[src/logic/vbi_ctrl_regs.svh]
// Register offsets, field positions, reset values and timing counts for the VBI control block.
`ifndef VBI_CTRL_REGS_SVH
`define VBI_CTRL_REGS_SVH
`define ADDR_COPY_WIDE_CONTROL_0 5'h16
`define ADDR_COPY_WIDE_DATA_1 5'h17
`define ADDR_COPY_WIDE_DATA_2 5'h18
`define ADDR_TEXT_REQUEST_TIMING 5'h19
`define RST_COPY_WIDE_CONTROL_0 8'h00
`define RST_COPY_WIDE_DATA_1 8'h00
`define RST_COPY_WIDE_DATA_2 8'h00
`define RST_TEXT_REQUEST_TIMING 8'h00
`define BIT_CRC_AUTO 4
`define BIT_ODD_COPY 5
`define BIT_EVEN_COPY 6
`define BIT_WIDESCREEN 7
`define LINE_COPY_ODD 10'h014
`define LINE_COPY_EVEN 10'h11b
`define LINE_WIDESCREEN 10'h017
`define TEXT_BITS_DEFAULT 9'h168
`define TEXT_BIT_CYCLES 4'h2
`define CRC_PRESET 6'h3f
`define COPY_BITS 5'h14
`define WIDE_BITS 5'h0e
`define BIT_CYCLES 8'h40
`endif

[src/logic/vbi_ctrl_pkg.sv]
// Types shared by the VBI control block.
package vbi_ctrl_pkg;
  typedef struct packed {
    logic we;
    logic [4:0] addr;
    logic [7:0] wdata;
  } reg_req_t;
  typedef struct packed {
    logic line_start;
    logic odd_field;
    logic pal_mode;
    logic [9:0] line_num;
    logic text_line;
  } video_timing_t;
  typedef enum logic [1:0] {
    ST_IDLE = 2'b00,
    ST_REF = 2'b01,
    ST_DATA = 2'b11
  } send_state_t;
endpackage

[src/logic/vbi_cgms_wss_teletext_ctrl.sv]
// VBI control: teletext request timing and copy management / widescreen data insertion.
// How it works
// - Request rise is delayed by the upper timing nibble, zero to fifteen clocks.
// - Request fall is advanced by the lower timing nibble, zero to fifteen clocks.
// - Zero fall setting gives a 360-bit window; larger settings shorten it.
// - With fall setting zero, the fall tracks the rise so width stays constant.
// - Control register low nibble feeds only the last four copy bits.
// - Auto CRC bit set computes last six copy bits; clear sends register values.
// - Odd-field copy enable inserts copy data in odd fields, NTSC only.
// - Even-field copy enable inserts copy data in even fields, NTSC only.
// - Widescreen enable inserts widescreen data, PAL only.
// - Data 1 bits 5..0 and data 2 are copy payload in NTSC, widescreen in PAL.
// - Data 1 bits 7..6 are copy data only, ignored for widescreen.
// - Each register is eight bits at its own five-bit subaddress.
// - CRC uses x^6+x+1, preset all ones, over lower fourteen payload bits.
// - Copy data on lines 20 and 283, after a one-bit reference pulse.
// - Widescreen is fourteen bits on line 23 after run-in, data 2 bits first.
// - Copy bit order: data 2 low, data 1 middle, control nibble top.
`timescale 1ns/1ps
`include "vbi_ctrl_regs.svh"
module vbi_cgms_wss_teletext_ctrl (
  input wire logic I_MCLK,
  input wire logic I_RST_N,
  input wire vbi_ctrl_pkg::reg_req_t I_REG_REQ,
  input wire vbi_ctrl_pkg::video_timing_t I_TIMING,
  output logic [7:0] O_REG_RDATA,
  output logic O_TEXT_REQUEST_OUT,
  output logic O_VBI_DATA,
  output logic O_VBI_ACTIVE
);
  import vbi_ctrl_pkg::*;

  logic [7:0] ctl_r, ctl_nxt, d1_r, d1_nxt, d2_r, d2_nxt, tim_r, tim_nxt, rdata_r, rdata_nxt;

  // Register file.
  always_comb begin
    ctl_nxt = ctl_r;
    d1_nxt = d1_r;
    d2_nxt = d2_r;
    tim_nxt = tim_r;
    rdata_nxt = 8'h00;
    if (I_REG_REQ.addr == `ADDR_COPY_WIDE_CONTROL_0) begin
      rdata_nxt = ctl_r;
      if (I_REG_REQ.we) ctl_nxt = I_REG_REQ.wdata;
    end else if (I_REG_REQ.addr == `ADDR_COPY_WIDE_DATA_1) begin
      rdata_nxt = d1_r;
      if (I_REG_REQ.we) d1_nxt = I_REG_REQ.wdata;
    end else if (I_REG_REQ.addr == `ADDR_COPY_WIDE_DATA_2) begin
      rdata_nxt = d2_r;
      if (I_REG_REQ.we) d2_nxt = I_REG_REQ.wdata;
    end else if (I_REG_REQ.addr == `ADDR_TEXT_REQUEST_TIMING) begin
      rdata_nxt = tim_r;
      if (I_REG_REQ.we) tim_nxt = I_REG_REQ.wdata;
    end
  end

  always_ff @(posedge I_MCLK) begin
    if (!I_RST_N) begin
      ctl_r <= `RST_COPY_WIDE_CONTROL_0;
      d1_r <= `RST_COPY_WIDE_DATA_1;
      d2_r <= `RST_COPY_WIDE_DATA_2;
      tim_r <= `RST_TEXT_REQUEST_TIMING;
      rdata_r <= 8'h00;
    end else begin
      ctl_r <= ctl_nxt;
      d1_r <= d1_nxt;
      d2_r <= d2_nxt;
      tim_r <= tim_nxt;
      rdata_r <= rdata_nxt;
    end
  end

  // Teletext request window. The nominal window is 360 bits of two clocks each;
  // the rise delay shifts the whole window and the fall setting cuts its end.
  localparam logic [10:0] TEXT_SPAN = 11'(`TEXT_BITS_DEFAULT) * 11'(`TEXT_BIT_CYCLES);
  logic [10:0] tcnt_r, tcnt_nxt;
  logic tact_r, tact_nxt, treq_r, treq_nxt;
  logic [10:0] rise_at, fall_at;

  always_comb begin
    rise_at = {7'h00, tim_r[7:4]};
    // The end is measured from the rise, so a zero fall setting follows the rise.
    fall_at = rise_at + TEXT_SPAN - {7'h00, tim_r[3:0]};
    tcnt_nxt = tcnt_r;
    tact_nxt = tact_r;
    if (I_TIMING.line_start) begin
      tact_nxt = I_TIMING.text_line;
      tcnt_nxt = 11'h000;
    end else if (tact_r) begin
      tcnt_nxt = tcnt_r + 11'h001;
      if (tcnt_r == fall_at) tact_nxt = 1'b0;
    end
    treq_nxt = tact_r && (tcnt_r >= rise_at) && (tcnt_r < fall_at);
  end

  always_ff @(posedge I_MCLK) begin
    if (!I_RST_N) begin
      tcnt_r <= 11'h000;
      tact_r <= 1'b0;
      treq_r <= 1'b0;
    end else begin
      tcnt_r <= tcnt_nxt;
      tact_r <= tact_nxt;
      treq_r <= treq_nxt;
    end
  end

  // CRC over the lower fourteen copy payload bits, bit 0 first.
  function automatic logic [5:0] copy_crc(input logic [13:0] d);
    logic [5:0] c;
    logic fb;
    c = `CRC_PRESET;
    for (int i = 0; i < 14; i++) begin
      fb = c[5] ^ d[i];
      c = {c[4:0], 1'b0} ^ {4'h0, fb, fb};
    end
    return c;
  endfunction

  // Word assembly and serial sender.
  logic [19:0] copy_word, shift_r, shift_nxt;
  logic [13:0] wide_word;
  logic [5:0] crc_val;
  logic copy_line, wide_line;
  send_state_t st_r, st_nxt;
  logic [4:0] bits_r, bits_nxt;
  logic [7:0] bcnt_r, bcnt_nxt;
  logic data_r, data_nxt, act_r, act_nxt;

  always_comb begin
    crc_val = copy_crc({d1_r[5:0], d2_r});
    copy_word = {ctl_r[3:0], d1_r, d2_r};
    if (ctl_r[`BIT_CRC_AUTO]) copy_word[19:14] = crc_val;
    wide_word = {d1_r[5:0], d2_r};
    copy_line = !I_TIMING.pal_mode &&
      ((I_TIMING.odd_field && ctl_r[`BIT_ODD_COPY] && I_TIMING.line_num == `LINE_COPY_ODD) ||
       (!I_TIMING.odd_field && ctl_r[`BIT_EVEN_COPY] && I_TIMING.line_num == `LINE_COPY_EVEN));
    wide_line = I_TIMING.pal_mode && ctl_r[`BIT_WIDESCREEN] &&
      I_TIMING.line_num == `LINE_WIDESCREEN;
    st_nxt = st_r;
    shift_nxt = shift_r;
    bits_nxt = bits_r;
    bcnt_nxt = bcnt_r;
    data_nxt = data_r;
    act_nxt = act_r;
    case (st_r)
      ST_IDLE: begin
        data_nxt = 1'b0;
        act_nxt = 1'b0;
        if (I_TIMING.line_start && (copy_line || wide_line)) begin
          // Words are captured here so later writes cannot tear them.
          shift_nxt = copy_line ? copy_word : {6'h00, wide_word};
          bits_nxt = copy_line ? `COPY_BITS : `WIDE_BITS;
          bcnt_nxt = 8'h00;
          st_nxt = ST_REF;
          act_nxt = 1'b1;
          data_nxt = 1'b1; // Reference pulse or run-in marker.
        end
      end
      ST_REF: begin
        bcnt_nxt = bcnt_r + 8'h01;
        if (bcnt_r == `BIT_CYCLES - 8'h01) begin
          bcnt_nxt = 8'h00;
          st_nxt = ST_DATA;
          data_nxt = shift_r[0];
        end
      end
      default: begin
        bcnt_nxt = bcnt_r + 8'h01;
        if (bcnt_r == `BIT_CYCLES - 8'h01) begin
          bcnt_nxt = 8'h00;
          shift_nxt = {1'b0, shift_r[19:1]};
          bits_nxt = bits_r - 5'h01;
          data_nxt = shift_r[1];
          if (bits_r == 5'h01) begin
            st_nxt = ST_IDLE;
            data_nxt = 1'b0;
            act_nxt = 1'b0;
          end
        end
      end
    endcase
  end

  always_ff @(posedge I_MCLK) begin
    if (!I_RST_N) begin
      st_r <= ST_IDLE;
      shift_r <= 20'h00000;
      bits_r <= 5'h00;
      bcnt_r <= 8'h00;
      data_r <= 1'b0;
      act_r <= 1'b0;
    end else begin
      st_r <= st_nxt;
      shift_r <= shift_nxt;
      bits_r <= bits_nxt;
      bcnt_r <= bcnt_nxt;
      data_r <= data_nxt;
      act_r <= act_nxt;
    end
  end

  assign O_REG_RDATA = rdata_r;
  assign O_TEXT_REQUEST_OUT = treq_r;
  assign O_VBI_DATA = data_r;
  assign O_VBI_ACTIVE = act_r;

  // Checker helper: cycles the request has stood high so far.
  logic [10:0] wcnt_r, wcnt_nxt;
  always_comb begin
    wcnt_nxt = treq_r ? wcnt_r + 11'h001 : 11'h000;
  end
  always_ff @(posedge I_MCLK) begin
    if (!I_RST_N) begin
      wcnt_r <= 11'h000;
    end else begin
      wcnt_r <= wcnt_nxt;
    end
  end
endmodule

[config.mk]
export PLATFORM = sky130hd
export DESIGN_NAME = vbi_cgms_wss_teletext_ctrl
export DESIGN_NICKNAME = d
export VERILOG_FILES = /design/src/logic/vbi_ctrl_pkg.sv /design/src/logic/vbi_cgms_wss_teletext_ctrl.sv
export VERILOG_INCLUDE_DIRS = /design/src /design/src/logic
export SDC_FILE = /design/constraint.sdc
export NUM_CORES = 1
export LEC_CHECK = 0
export BUFFER_PORTS_ARGS = -buffer_cell sky130_fd_sc_hd__buf_4
export CAP_MARGIN = 30
export CORE_UTILIZATION = 55
export DETAILED_ROUTE_END_ITERATION = 7
export PLACE_DENSITY = 0.76
export SYNTH_ARGS = -nofsm -noshare
export SYNTH_HDL_FRONTEND = slang
export SYNTH_SLANG_ARGS = --single-unit
[constraint.sdc]
create_clock -name I_MCLK -period 2.5 [get_ports I_MCLK]
set_input_delay 0.25 -clock I_MCLK [delete_from_list [all_inputs] [get_ports I_MCLK]]
set_output_delay 0.25 -clock I_MCLK [all_outputs]
set_load 0.01 [all_outputs]
* Word level (Yosys, flattened, before mapping)
Index checks and enable logic that the tools add are counted.
Widths: inputs -> output; s select.
** Cells by class
- Eq/ne operators :: 13
- Magnitude comparators :: 2
- Bitwise gates (word level) :: 33
- Reduce and logical (&&, ||, !) cells :: 27
- Multiplexer cells :: 32
- $add $sub $neg :: 5
** Operators by type and width (number)
- $xor 6x2->6 :: 13
- $mux 20 :: 3
- $mux 8 :: 7
- $pmux 20 s2 :: 1
- $eq 10x5->1 const B :: 2
- $eq 5x5->1 const B :: 4
- $mux 5 :: 3
- $xor 1x1->1 :: 13
- $add 11x1->11 const B :: 1
- $add 4x10->11 const B :: 1
- $eq 11x11->1 :: 1
- $ge 11x4->1 :: 1
- $lt 11x11->1 :: 1
- $sub 11x4->11 :: 1
- $eq 10x9->1 const B :: 1
- $logic_and 1x1->1 :: 10
- $pmux 5 s2 :: 1
- $mux 1 :: 9
- $reduce_and 3->1 :: 3
- $add 8x1->8 const B :: 1
- $eq 8x6->1 const B :: 1
- $mux 2 :: 4
- $reduce_and 4->1 :: 2
- $mux 6 :: 1
- 16 further kinds :: 27
** Storage, ports and cells
- Logic and storage cells :: 126
- Output and inout bits :: 11
- Input bits :: 30
- Bits in registers :: 90

* Depth between registers and ports, before layout
Gate-level depths: netlist of run 1.
- Depth after elaboration :: 32
- Depth in mapped cells :: 12
- Depth with buffers taken out :: 12

* Worst setup path after synthesis of run 1
Ideal clock, no wire load.
- Kind :: register to register
- Start point :: reg tim_r[4]
- End point :: reg treq_r (netlist: O_TEXT_REQUEST_OUT)
- Buffers on the path :: 0
- Library setup time :: 78 ps
- Clock period less this slack :: 2161 ps
- Data required time :: 2422 ps
- Stages on the path, launching flop included :: 13
- Slack :: 339 ps
- Arrival :: 2083 ps
- Path through :: dfxtp_1 > inv_1 > ha_1 > inv_1 > fa_1 > inv_1 > ha_1 > nor2b_1 > o21a_1 > o21a_1 > o21ai_0 > a21oi_1 > nor3_1
** On the way
- Longest elaborated chain between the ends :: 4
- Elaborated cells on any way between the ends :: 6
- Those cells by class :: add/sub (2); order compare (2); reduce/logical (2)
** Ends and longest elaborated chain
- from (decl) :: RTL line vbi_cgms_wss_teletext_ctrl.sv:33 : logic [7:0] ctl_r, ctl_nxt, d1_r, d1_nxt, d2_r, d2_nxt, tim_r, tim_nxt, rdata_r, rdata_nxt;
- from (signal assigned) :: RTL line vbi_cgms_wss_teletext_ctrl.sv:62 : tim_r <= `RST_TEXT_REQUEST_TIMING;
- from (signal assigned) :: RTL line vbi_cgms_wss_teletext_ctrl.sv:68 : tim_r <= tim_nxt;
- $add 4x10->11 :: RTL line vbi_cgms_wss_teletext_ctrl.sv:83 : fall_at = rise_at + TEXT_SPAN - {7'h00, tim_r[3:0]};
- $sub 11x4->11 :: RTL line vbi_cgms_wss_teletext_ctrl.sv:83
- $lt 11x11->1 :: RTL line vbi_cgms_wss_teletext_ctrl.sv:93 : treq_nxt = tact_r && (tcnt_r >= rise_at) && (tcnt_r < fall_at);
- $logic_and 1x1->1 * :: RTL line vbi_cgms_wss_teletext_ctrl.sv:93
- to (signal assigned) :: RTL line vbi_cgms_wss_teletext_ctrl.sv:104 : treq_r <= treq_nxt;
- to (decl) :: RTL line vbi_cgms_wss_teletext_ctrl.sv:77 : logic tact_r, tact_nxt, treq_r, treq_nxt;
Every way passes the cells marked *; elsewhere a longest branch is shown, timed or not.
A chain may end at the register's enable or synchronous reset.

* Final worst setup path of run 1
Ends and elaborated chain as after synthesis.

==> flow_summary.json, run 1 <==
{
  "cts-hold-fix-buffers": 0,
  "synth_cell_type_count": 51,
  "htree_levels": 3,
  "synth_edf_count": 0,
  "overflow": 0,
  "cts_inserted_buffers": 9,
  "floorplan.die.height_um": 93.26,
  "area_used_by_multi_input_combinational_logic_um2": 2592,
  "worstReg2RegStart": "tim_r[4]",
  "final_setup_viols": 0,
  "grt_pass1_wl_mm": 17.71,
  "timing.final.crit_share": 0.9259,
  "hold_path_end": "tact_r",
  "max_stage_delay_ns": 0.47,
  "route.detailed.wl_per_inst_um": 15.38,
  "rows": 32,
  "routed-via-count": 3841,
  "synth-seq-area-share": 0.3933,
  "worst_hold_slack_ns": 0.1307,
  "finalWirelength_mm": 10.35,
  "r2r_slack_ns": 0.19,
  "drt_first_iter_violations": 227,
  "via_count_of_the_first_global_routing_pass": 3714,
  "finalClockSkew_ns": 0.009565,
  "gp_weighted_congestion": 0.8410,
  "critPathTopFamily": "adder cells",
  "final-seq-area_um2": 1804,
  "core_area_um2": 7888,
  "antenna_found_initial": 0,
  "yosys_register_bits": 90,
  "grtUsageTotal": 0.2594,
  "synth-warning-count": 0,
  "syn-num-nets": 579,
  "worst-path-buf-inv": 3,
  "drive_gt1_frac": 0.1436,
  "hp-class": "in -> reg",
  "tritoncts_clock_tree": "yes",
  "layout_setup_ws_ns": 0.1853,
  "worst_pin_slew_ns": 0.7610,
  "layout_min_cycle_time_ns": 2.315,
  "antenna_cells_inserted": 0,
  "critical_path_peak_fanout": 4,
  "async_reset_ff_frac": 0,
  "grt_start_max_net_pins": 42,
  "max_capacitance_violation_count": 0,
  "criticalPathCategory": "reg -> reg",
  "result_of_the_run": "complete, no violations",
  "critical_path.reg2reg.endpoint": "O_TEXT_REQUEST_OUT",
  "design.final.nets": 614,
  "setup.worst_path.start": "tim_r[4]",
  "critical_path.startpoint_type": "register",
  "grt_setup_unrepaired": "yes",
  "die-width_um": 93.26,
  "critPathArrivalTime_ns": 2.60,
  "synth.cell_area_um2": 4581,
  "cp_slowest_cell": "fa_1",
  "crit_path_end_kind": "register",
  "worstPathCellList": "inv_2 > ha_2 > inv_1 > fa_1 > inv_1 > ha_1 > nor2b_1 > o21a_1 > o21a_1 > o21ai_2 > a21oi_1 > nor3_1",
  "port-buffer-count": 40,
  "max_freq_ghz": 0.4320,
  "ctsLongestPathBuffers": 2,
  "ios": 41,
  "flow.area_growth_from_synthesis_pct": 14.31,
  "dpl_worst_slack_ns": 0.1587,
  "drt-pass1-iter-count": 4,
  "rr_worst_depth": 12,
  "max_slew_margin": 0.4927,
  "fin_setup_tns_ns": 0,
  "finalHoldViolations": 0,
  "worst_vdd_drop_mv": 0.3645,
  "post-cts-setup-buffer-count": 0,
  "avgViaCountPerCell": 5.707,
  "path_clk_slew_ns": 0.09,
  "synth_cells": 531,
  "postSynth.topFlopCell": "dfxtp_1",
  "clock_root_cell": "clkbuf_8",
  "worst_hold_startpoint": "I_TIMING[0]",
  "detail-route-antenna-nets": 0,
  "power-per-cell-area_nw_per_um2": 531.4,
  "detail_route.drc_violations": 0,
  "clkLatencyLatePin_ns": 0.36,
  "whs_path_depth": 3,
  "static_leakage_nw": 1.984,
  "slew_viol_final": 0,
  "dieArea_um2": 8697,
  "synthesized_area_divided_by_synthesized_cell_count_um2": 8.626,
  "worst_ep_required_time_ns": 2.78,
  "start_util": 0.5807,
  "nFillCells": 650,
  "hpwl_mm": 7.341,
  "cts.sink_count": 90
}
flip-flops by register name, indices dropped and copies added (netlist names), 2 cells and up:
name         cells
shift_r         20
tcnt_r          11
O_REG_RDATA      8
bcnt_r           8
ctl_r            8
d1_r             8
d2_r             8
tim_r            8
bits_r           5
st_r             2
cells in the mapped netlist (all sizes together), types with 2 or more instances:
cell,instances,area share
nand2b,2,0.0027
dfxtp,90,0.39
nand3,6,0.0066
a221oi,5,0.0096
or2,2,0.0027
o22a,9,0.017
xnor2,20,0.038
clkbuf,23,0.019
nand4b,2,0.0038
nor2,101,0.083
nor3,8,0.0087
o211ai,2,0.0033
a31oi,4,0.0055
xor2,9,0.017
or4b,3,0.0066
xnor3,2,0.0098
nand4,7,0.0096
nor2b,4,0.0055
a21oi,23,0.025
and3,2,0.0027
ha,17,0.046
a21o,4,0.0066
o211a,2,0.0044
nand2,50,0.041
nor4,2,0.0060
inv,19,0.016
buf,6,0.0085
mux2,2,0.0049
or3,4,0.0055
mux2i,51,0.11
o21a,3,0.0049
o21ai,21,0.023
a311oi,13,0.025
area by class of cell:
| cell class | instances | area share |
|---|---|---|
| clock inverter | 6 | 0.01697 |
| multi-input combinational | 392 | 0.4951 |
| tap | 102 | 0.02437 |
| timing repair buffer | 53 | 0.07838 |
| inverter | 20 | 0.01434 |
| clock buffer | 10 | 0.02628 |
| sequential | 90 | 0.3446 |
worst reg2reg max path, cell delays in order (launching register included):
cell	delay, ns
dfxtp_2	0.35
inv_2	0.06
ha_2	0.17
inv_1	0.06
fa_1	0.47
inv_1	0.04
ha_1	0.28
nor2b_1	0.14
o21a_1	0.17
o21a_1	0.17
o21ai_2	0.11
a21oi_1	0.08
nor3_1	0.15
cell families (layout without fill, tap and decap cells):
kind of cell    count (synthesis)  after routing  share of synthesized area
simple gates                  199            199                     0.1967
compound gates                 91             91                     0.1338
flops                          90             90                     0.3933
mux                            53             53                     0.1164
buf+inv                        49             89                    0.04370
xor+xnor                       31             31                    0.06528
fa+ha+maj                      18             18                    0.05081
report_power, final:
group	total (mW)	leakage [nW]	internal [mW]	switching [mW]
combinational	0.208	1.15	0.0877	0.120
sequential	1.46	0.727	1.44	0.0126
clock	1.12	0.109	0.592	0.527
total	2.78	1.98	2.12	0.660
placed cells by master (no fill, tap or decap), drive strengths merged, types with 5 or more instances in the layout:
cell type	instances
nand2	50
o22a	9
a221oi	5
nand4	7
xor2	9
nor2	101
mux2i	51
xnor2	20
nor3	8
clkbuf	10
a21oi	23
a311oi	13
ha	17
inv	20
dfxtp	90
nand3	6
o21ai	21
buf	53
per-layer routing:
| metal | global-route usage | part of all wire | vias up | routed length (µm) |
|---|---|---|---|---|
| met4 | 0.09103 | 0.019 | 0 | 194 |
| met2 | 0.4228 | 0.47 | 102 | 4821 |
| met5 | 0 | 0 | - | 0 |
| met1 | 0.3393 | 0.47 | 1806 | 4859 |
| li1 | - | - | 1914 | - |
| met3 | 0.05447 | 0.046 | 19 | 474 |
worst max path at each step:
stage | end | slack [ns] | depth (start not counted)
finish | O_TEXT_REQUEST_OUT | 0.19 | 12
global route | O_TEXT_REQUEST_OUT | -0.01 | 12
CTS | O_TEXT_REQUEST_OUT | 0.08 | 12
detailed placement | O_TEXT_REQUEST_OUT | 0.16 | 12
global placement | O_TEXT_REQUEST_OUT | 0.26 | 12
floorplan | O_TEXT_REQUEST_OUT | 0.34 | 12
metrics by stage:
step	cell area (µm²)	utilization	cells	power (mW)
final	5236	0.6639	673	2.782
after CTS	5220	0.6618	673	2.804
after global routing	5236	0.6639	673	2.880
after floorplan	4581	-	531	1.609
after detailed placement	4994	0.6331	657	1.693
after global placement	4994	0.6331	657	1.688
what timing repair did:
action | 4_1_cts | 5_1_grt
setup endpoints to repair | 0 | 2
endpoints found under the hold margin | 0 | 0
gates resized for setup | 0 | 7
No activity file was read; power rests on OpenSTA's default activity.
==> run 2: changes to the inputs <==
BUFFER_PORTS_ARGS = not set   (was -buffer_cell sky130_fd_sc_hd__buf_4)
DONT_BUFFER_PORTS = 1   (was not set)
PLACE_DENSITY = 0.71   (was 0.76)
RECOVER_POWER = 50   (was not set)
==> flow_summary.json, run 2 (synthesis results as in run 1) <==
{
  "criticalPathCategory": "reg -> reg",
  "pwr-share-clk": 0.392,
  "cts_inserted_buffers": 9,
  "hpwl_mm": 7.233,
  "finalHoldViolations": 0,
  "timing.final.crit_share": 0.9268,
  "grt_pass1_wl_mm": 16.84,
  "rr_worst_depth": 12,
  "critical_path.startpoint_type": "register",
  "drive_gt1_frac": 0.05860,
  "path_clk_slew_ns": 0.09,
  "power_switching_share": 0.2414,
  "finalWirelength_mm": 10.06,
  "floorplan.die.height_um": 93.26,
  "netSwitchingPower_mw": 0.6346,
  "clkLatencyLatePin_ns": 0.37,
  "avgViaCountPerCell": 5.777,
  "antenna_cells_inserted": 0,
  "power-per-cell-area_nw_per_um2": 538.6,
  "largest_reg_flops": 20,
  "post-cts-setup-buffer-count": 0,
  "via_count_of_the_first_global_routing_pass": 3472,
  "tritoncts_clock_tree": "yes",
  "final_setup_viols": 0,
  "layout_commonest_cell": "nor2_1",
  "result_of_the_run": "complete, no violations",
  "ios": 41,
  "port-buffer-count": 0,
  "finish.instance_area_um2": 4881,
  "post_cts.resized_instances": 0,
  "hp-class": "in -> reg",
  "clock_root_cell": "clkbuf_8",
  "max_freq_ghz": 0.4316,
  "largest_registers": "shift_r (20), tcnt_r (11)",
  "final_cell_mix": "nor2_1, dfxtp_1, mux2i_1, nand2_1, a21oi_1",
  "antenna_found_initial": 0,
  "routed-via-count": 3645,
  "grt_start_max_net_pins": 52,
  "grt_setup_unrepaired": "no",
  "dieArea_um2": 8697,
  "design.final.nets": 572,
  "drt-pass1-iter-count": 4,
  "layout_min_cycle_time_ns": 2.317,
  "flow.area_growth_from_synthesis_pct": 6.556,
  "htree_levels": 3,
  "combinationalPowerShare": 0.054,
  "nFillCells": 666,
  "rows": 32,
  "critical_path_peak_fanout": 4,
  "slew_viol_final": 0,
  "grtUsageTotal": 0.2500,
  "crit_path_end_kind": "register",
  "max_slew_margin": 0.4963,
  "whs_path_depth": 1,
  "route.detailed.wl_per_inst_um": 15.94,
  "overflow": 0,
  "ctsLongestPathBuffers": 2,
  "drt_first_iter_violations": 154,
  "worst_pin_slew_ns": 0.7555,
  "static_leakage_nw": 1.753,
  "top_register": "shift_r",
  "placed_inst_area_um2": 4691,
  "seq_power_share": 0.554,
  "critPathArrivalTime_ns": 2.61,
  "finalClockSkew_ns": 0.01170,
  "cts.sink_count": 90,
  "core_area_um2": 7888,
  "dp_cells": 615,
  "worst_vdd_drop_mv": 0.2750,
  "worst_ep_required_time_ns": 2.79,
  "fin_setup_tns_ns": 0,
  "power_mw": 2.629,
  "cellInternalPower_mw": 1.994,
  "gp_weighted_congestion": 0.8709,
  "detail-route-antenna-nets": 0,
  "detail_route.drc_violations": 0,
  "max_capacitance_violation_count": 0,
  "stdcell_count": 631,
  "cts-hold-fix-buffers": 0,
  "die-width_um": 93.26,
  "start_util": 0.5807
}
run 2: cell count changes in the layout (fill, tap and decap cells not counted), sizes merged:
| cell | delta |
|---|---|
| bufinv | -1 |
| clkbuf | +5 |
| buf | -46 |
| clkinv | -1 |
| inv | +1 |
run 2: path summary, 6_finish.rpt:
kind                from            endpoint  slack (ns)
max             tim_r[4]  O_TEXT_REQUEST_OUT        0.18
min reg2reg  shift_r[19]         shift_r[19]        0.47
min              I_RST_N         shift_r[11]        0.01
max reg2reg     tim_r[4]  O_TEXT_REQUEST_OUT        0.18
run 2: critical path: stages, from the launching register on:
cell and delay (ns):
dfxtp_2 0.35, inv_1 0.05, ha_1 0.12, inv_1 0.06
fa_1 0.49, inv_1 0.04, ha_1 0.27, nor2b_1 0.13
o21a_1 0.16, o21a_1 0.16, o21ai_0 0.15, a21oi_1 0.09
nor3_1 0.16
run 2: area by class of cell:
class	instances	area (µm²)	share of cell area
Clock buffer	11	141.4	0.02897
Clock inverter	5	62.56	0.01282
Inverter	20	75.07	0.01538
Multi-Input combinational cell	392	2579	0.5283
Sequential cell	90	1803	0.3694
Tap cell	102	127.6	0.02615
Timing Repair Buffer	11	92.59	0.01897
run 2: per-layer routing:
layer,part of all wire,track usage,vias to the layer above
met5,0,0,-
met4,0.019,0.1103,0
met3,0.043,0.03984,14
met2,0.47,0.4032,66
met1,0.47,0.3293,1733
li1,-,-,1832
run 2: through the flow:
stage / hold WS [ns] / setup slack [ns] / utilization
after floorplan: 0.3927 / 0.3389 / -
final: 0.01012 / 0.1830 / 0.6188
after global placement: 0.3894 / 0.2464 / 0.5947
after CTS: 0.0009128 / 0.1406 / 0.6206
after detailed placement: 0.3925 / 0.1763 / 0.5947
after global routing: 0.0008732 / 0.03242 / 0.6188
run 2: power groups by stage:
stage / clock [mW] / sequential, mW / combinational [mW]
after floorplan: 0 / 1.48 / 0.125
after detailed placement: 0 / 1.49 / 0.143
after CTS: 1.05 / 1.46 / 0.144
final: 1.03 / 1.46 / 0.143
after global routing: 1.11 / 1.46 / 0.159
after global placement: 0 / 1.49 / 0.141
==> run 3: changes to the inputs <==
--- a/config.mk
+++ b/config.mk
@@ -7,9 +7,9 @@
 export NUM_CORES = 1
 export LEC_CHECK = 0
+export BUFFER_PORTS_ARGS = -buffer_cell sky130_fd_sc_hd__buf_4
 export CAP_MARGIN = 30
 export CORE_UTILIZATION = 55
 export DETAILED_ROUTE_END_ITERATION = 7
-export DONT_BUFFER_PORTS = 1
-export PLACE_DENSITY = 0.71
+export PLACE_DENSITY = 0.76
 export RECOVER_POWER = 50
 export SYNTH_ARGS = -nofsm -noshare
==> constraint.sdc (replaced) <==
create_clock -name I_MCLK -period 2.5 [get_ports I_MCLK]
set_input_delay 0 -clock I_MCLK [delete_from_list [all_inputs] [get_ports I_MCLK]]
set_output_delay 0 -clock I_MCLK [all_outputs]
set_load 0.01 [all_outputs]
==> flow_summary.json, run 3 (synthesis results as in run 1) <==
{
  "result_of_the_run": "complete, no violations",
  "drt-pass1-iter-count": 5,
  "final_setup_viols": 0,
  "grt_pass1_wl_mm": 17.28,
  "layout_min_cycle_time_ns": 2.321,
  "slew_viol_final": 0,
  "critPathArrivalTime_ns": 2.60,
  "max_capacitance_violation_count": 0,
  "worst_hold_startpoint": "I_REG_REQ[13]",
  "rr_worst_depth": 12,
  "whs_path_depth": 5,
  "overflow": 0,
  "path_clk_slew_ns": 0.11,
  "die-width_um": 93.26,
  "critical_path.reg2reg.endpoint": "O_TEXT_REQUEST_OUT",
  "fin_setup_tns_ns": 0,
  "finalWirelength_mm": 10.39,
  "flow.area_growth_from_synthesis_pct": 14.26,
  "post-cts-setup-buffer-count": 0,
  "critical_path.startpoint_type": "register",
  "worst_pin_slew_ns": 0.7417,
  "hpwl_mm": 7.318,
  "layout_setup_ws_ns": 0.1792,
  "detail-route-antenna-nets": 0,
  "stdcell_count": 682,
  "worstReg2RegStart": "tim_r[4]",
  "dp_cells": 655,
  "top_register": "shift_r",
  "avgViaCountPerCell": 5.676,
  "drt_first_iter_violations": 182,
  "design.final.nets": 623,
  "final_cell_mix": "nor2_1, dfxtp_1, mux2i_1, nand2_1, buf_4",
  "worst_ep_required_time_ns": 2.78,
  "r2r_slack_ns": 0.18,
  "gp_weighted_congestion": 0.8684,
  "power-per-cell-area_nw_per_um2": 504.4,
  "largest_reg_flops": 20,
  "static_leakage_nw": 1.957,
  "grtUsageTotal": 0.2533,
  "grt_start_max_net_pins": 69,
  "ios": 41,
  "criticalPathCategory": "reg -> reg",
  "cts_inserted_buffers": 9,
  "route.detailed.wl_per_inst_um": 15.23,
  "antenna_found_initial": 0,
  "max_slew_margin": 0.5055,
  "antenna_cells_inserted": 0,
  "grt_setup_unrepaired": "no",
  "clock_root_cell": "clkbuf_8",
  "drive_gt1_frac": 0.1069,
  "crit_path_end_kind": "register",
  "worst_vdd_drop_mv": 0.3631,
  "cts.sink_count": 90,
  "via_count_of_the_first_global_routing_pass": 3678,
  "dieArea_um2": 8697,
  "start_util": 0.5807,
  "tritoncts_clock_tree": "yes",
  "htree_levels": 3,
  "finalClockSkew_ns": 0.01601,
  "hp-class": "in -> reg",
  "routed-via-count": 3871,
  "hold_path_end": "tim_r[3]",
  "floorplan.die.height_um": 93.26,
  "nFillCells": 673,
  "rows": 32,
  "port-buffer-count": 40,
  "largest_registers": "shift_r (20), tcnt_r (11)",
  "clkLatencyLatePin_ns": 0.37,
  "layout_commonest_cell": "nor2_1",
  "max_freq_ghz": 0.4309,
  "dpl_worst_slack_ns": 0.2003,
  "core_area_um2": 7888,
  "detail_route.drc_violations": 0,
  "timing.final.crit_share": 0.9283,
  "finalHoldViolations": 0,
  "critical_path_peak_fanout": 4,
  "ctsLongestPathBuffers": 2
}
## run 3: cell count changes in the layout (fill, tap and decap cells not counted)
cell / change
clkbuf_8: -1
inv_8: +3
dlygate4sd3_1: +11
clkbuf_1: +8
buf_12: -1
inv_2: -1
inv_6: +1
buf_4: +32
bufinv_16: -1
clkinv_4: +1
clkinv_1: +1
clkinvlp_4: -2
## run 3: routing by layer
layer	GRT usage	vias to the layer above	part of all wire
met5	0	-	0
met2	0.4179	112	0.46
li1	-	1932	-
met3	0.05772	20	0.049
met4	0.07821	0	0.019
met1	0.3289	1807	0.47
## run 3: repair_timing
action / CTS / global route
setup endpoints to repair: 0 / 1
hold buffers: 11 / 0
endpoints found under the hold margin: 44 / 0
gates resized for setup: 0 / 1
## run 3: worst max-delay path, stage by stage (launching register included)
cell and delay, ns:
dfxtp_2 0.35, inv_1 0.05, ha_1 0.14, inv_1 0.06, fa_1 0.48, inv_1 0.04, ha_1 0.27, nor2b_1 0.13
o21a_1 0.16, o21a_1 0.16, o21ai_0 0.14, a21oi_1 0.08, nor3_1 0.17
## run 3: layout make-up
type | count | area (µm²) | share of cell area
tap | 102 | 127.6 | 0.02438
multi-input combinational | 392 | 2579 | 0.4927
clock inverter | 7 | 68.82 | 0.01315
clock buffer | 9 | 123.9 | 0.02367
timing repair buffer | 62 | 456.7 | 0.08726
sequential | 90 | 1803 | 0.3445
inverter | 20 | 75.07 | 0.01434
## run 3: how the worst max path moves through the flow
stage | startpoint | to | slack [ns] | depth (start not counted)
after floorplan | tim_r[4] | O_TEXT_REQUEST_OUT | 0.34 | 12
after global placement | tim_r[4] | O_TEXT_REQUEST_OUT | 0.25 | 12
after detailed placement | tim_r[4] | O_TEXT_REQUEST_OUT | 0.20 | 12
after CTS | tim_r[4] | O_TEXT_REQUEST_OUT | 0.16 | 12
after global routing | ctl_r[5] | bcnt_r[0] | 0.02 | 6
final | tim_r[4] | O_TEXT_REQUEST_OUT | 0.18 | 12
## run 3: through the flow
step	util	cell area, µm²	hold WS, ns	total power [mW]
2_1_floorplan	-	4581	0.1427	1.609
3_5_place_dp	0.6312	4979	0.2532	1.691
6_report	0.6635	5234	0.08935	2.640
4_1_cts	0.6696	5281	0.08648	2.662
3_3_place_gp	0.6312	4979	0.2428	1.688
5_1_grt	0.6635	5234	0.1324	2.746
## run 3: power breakdown
part	switching, mW	total, mW	internal [mW]	leakage, nW
registers	0.0118	1.45	1.44	0.726
logic	0.123	0.216	0.0936	1.13
clock network	0.576	0.969	0.393	0.100
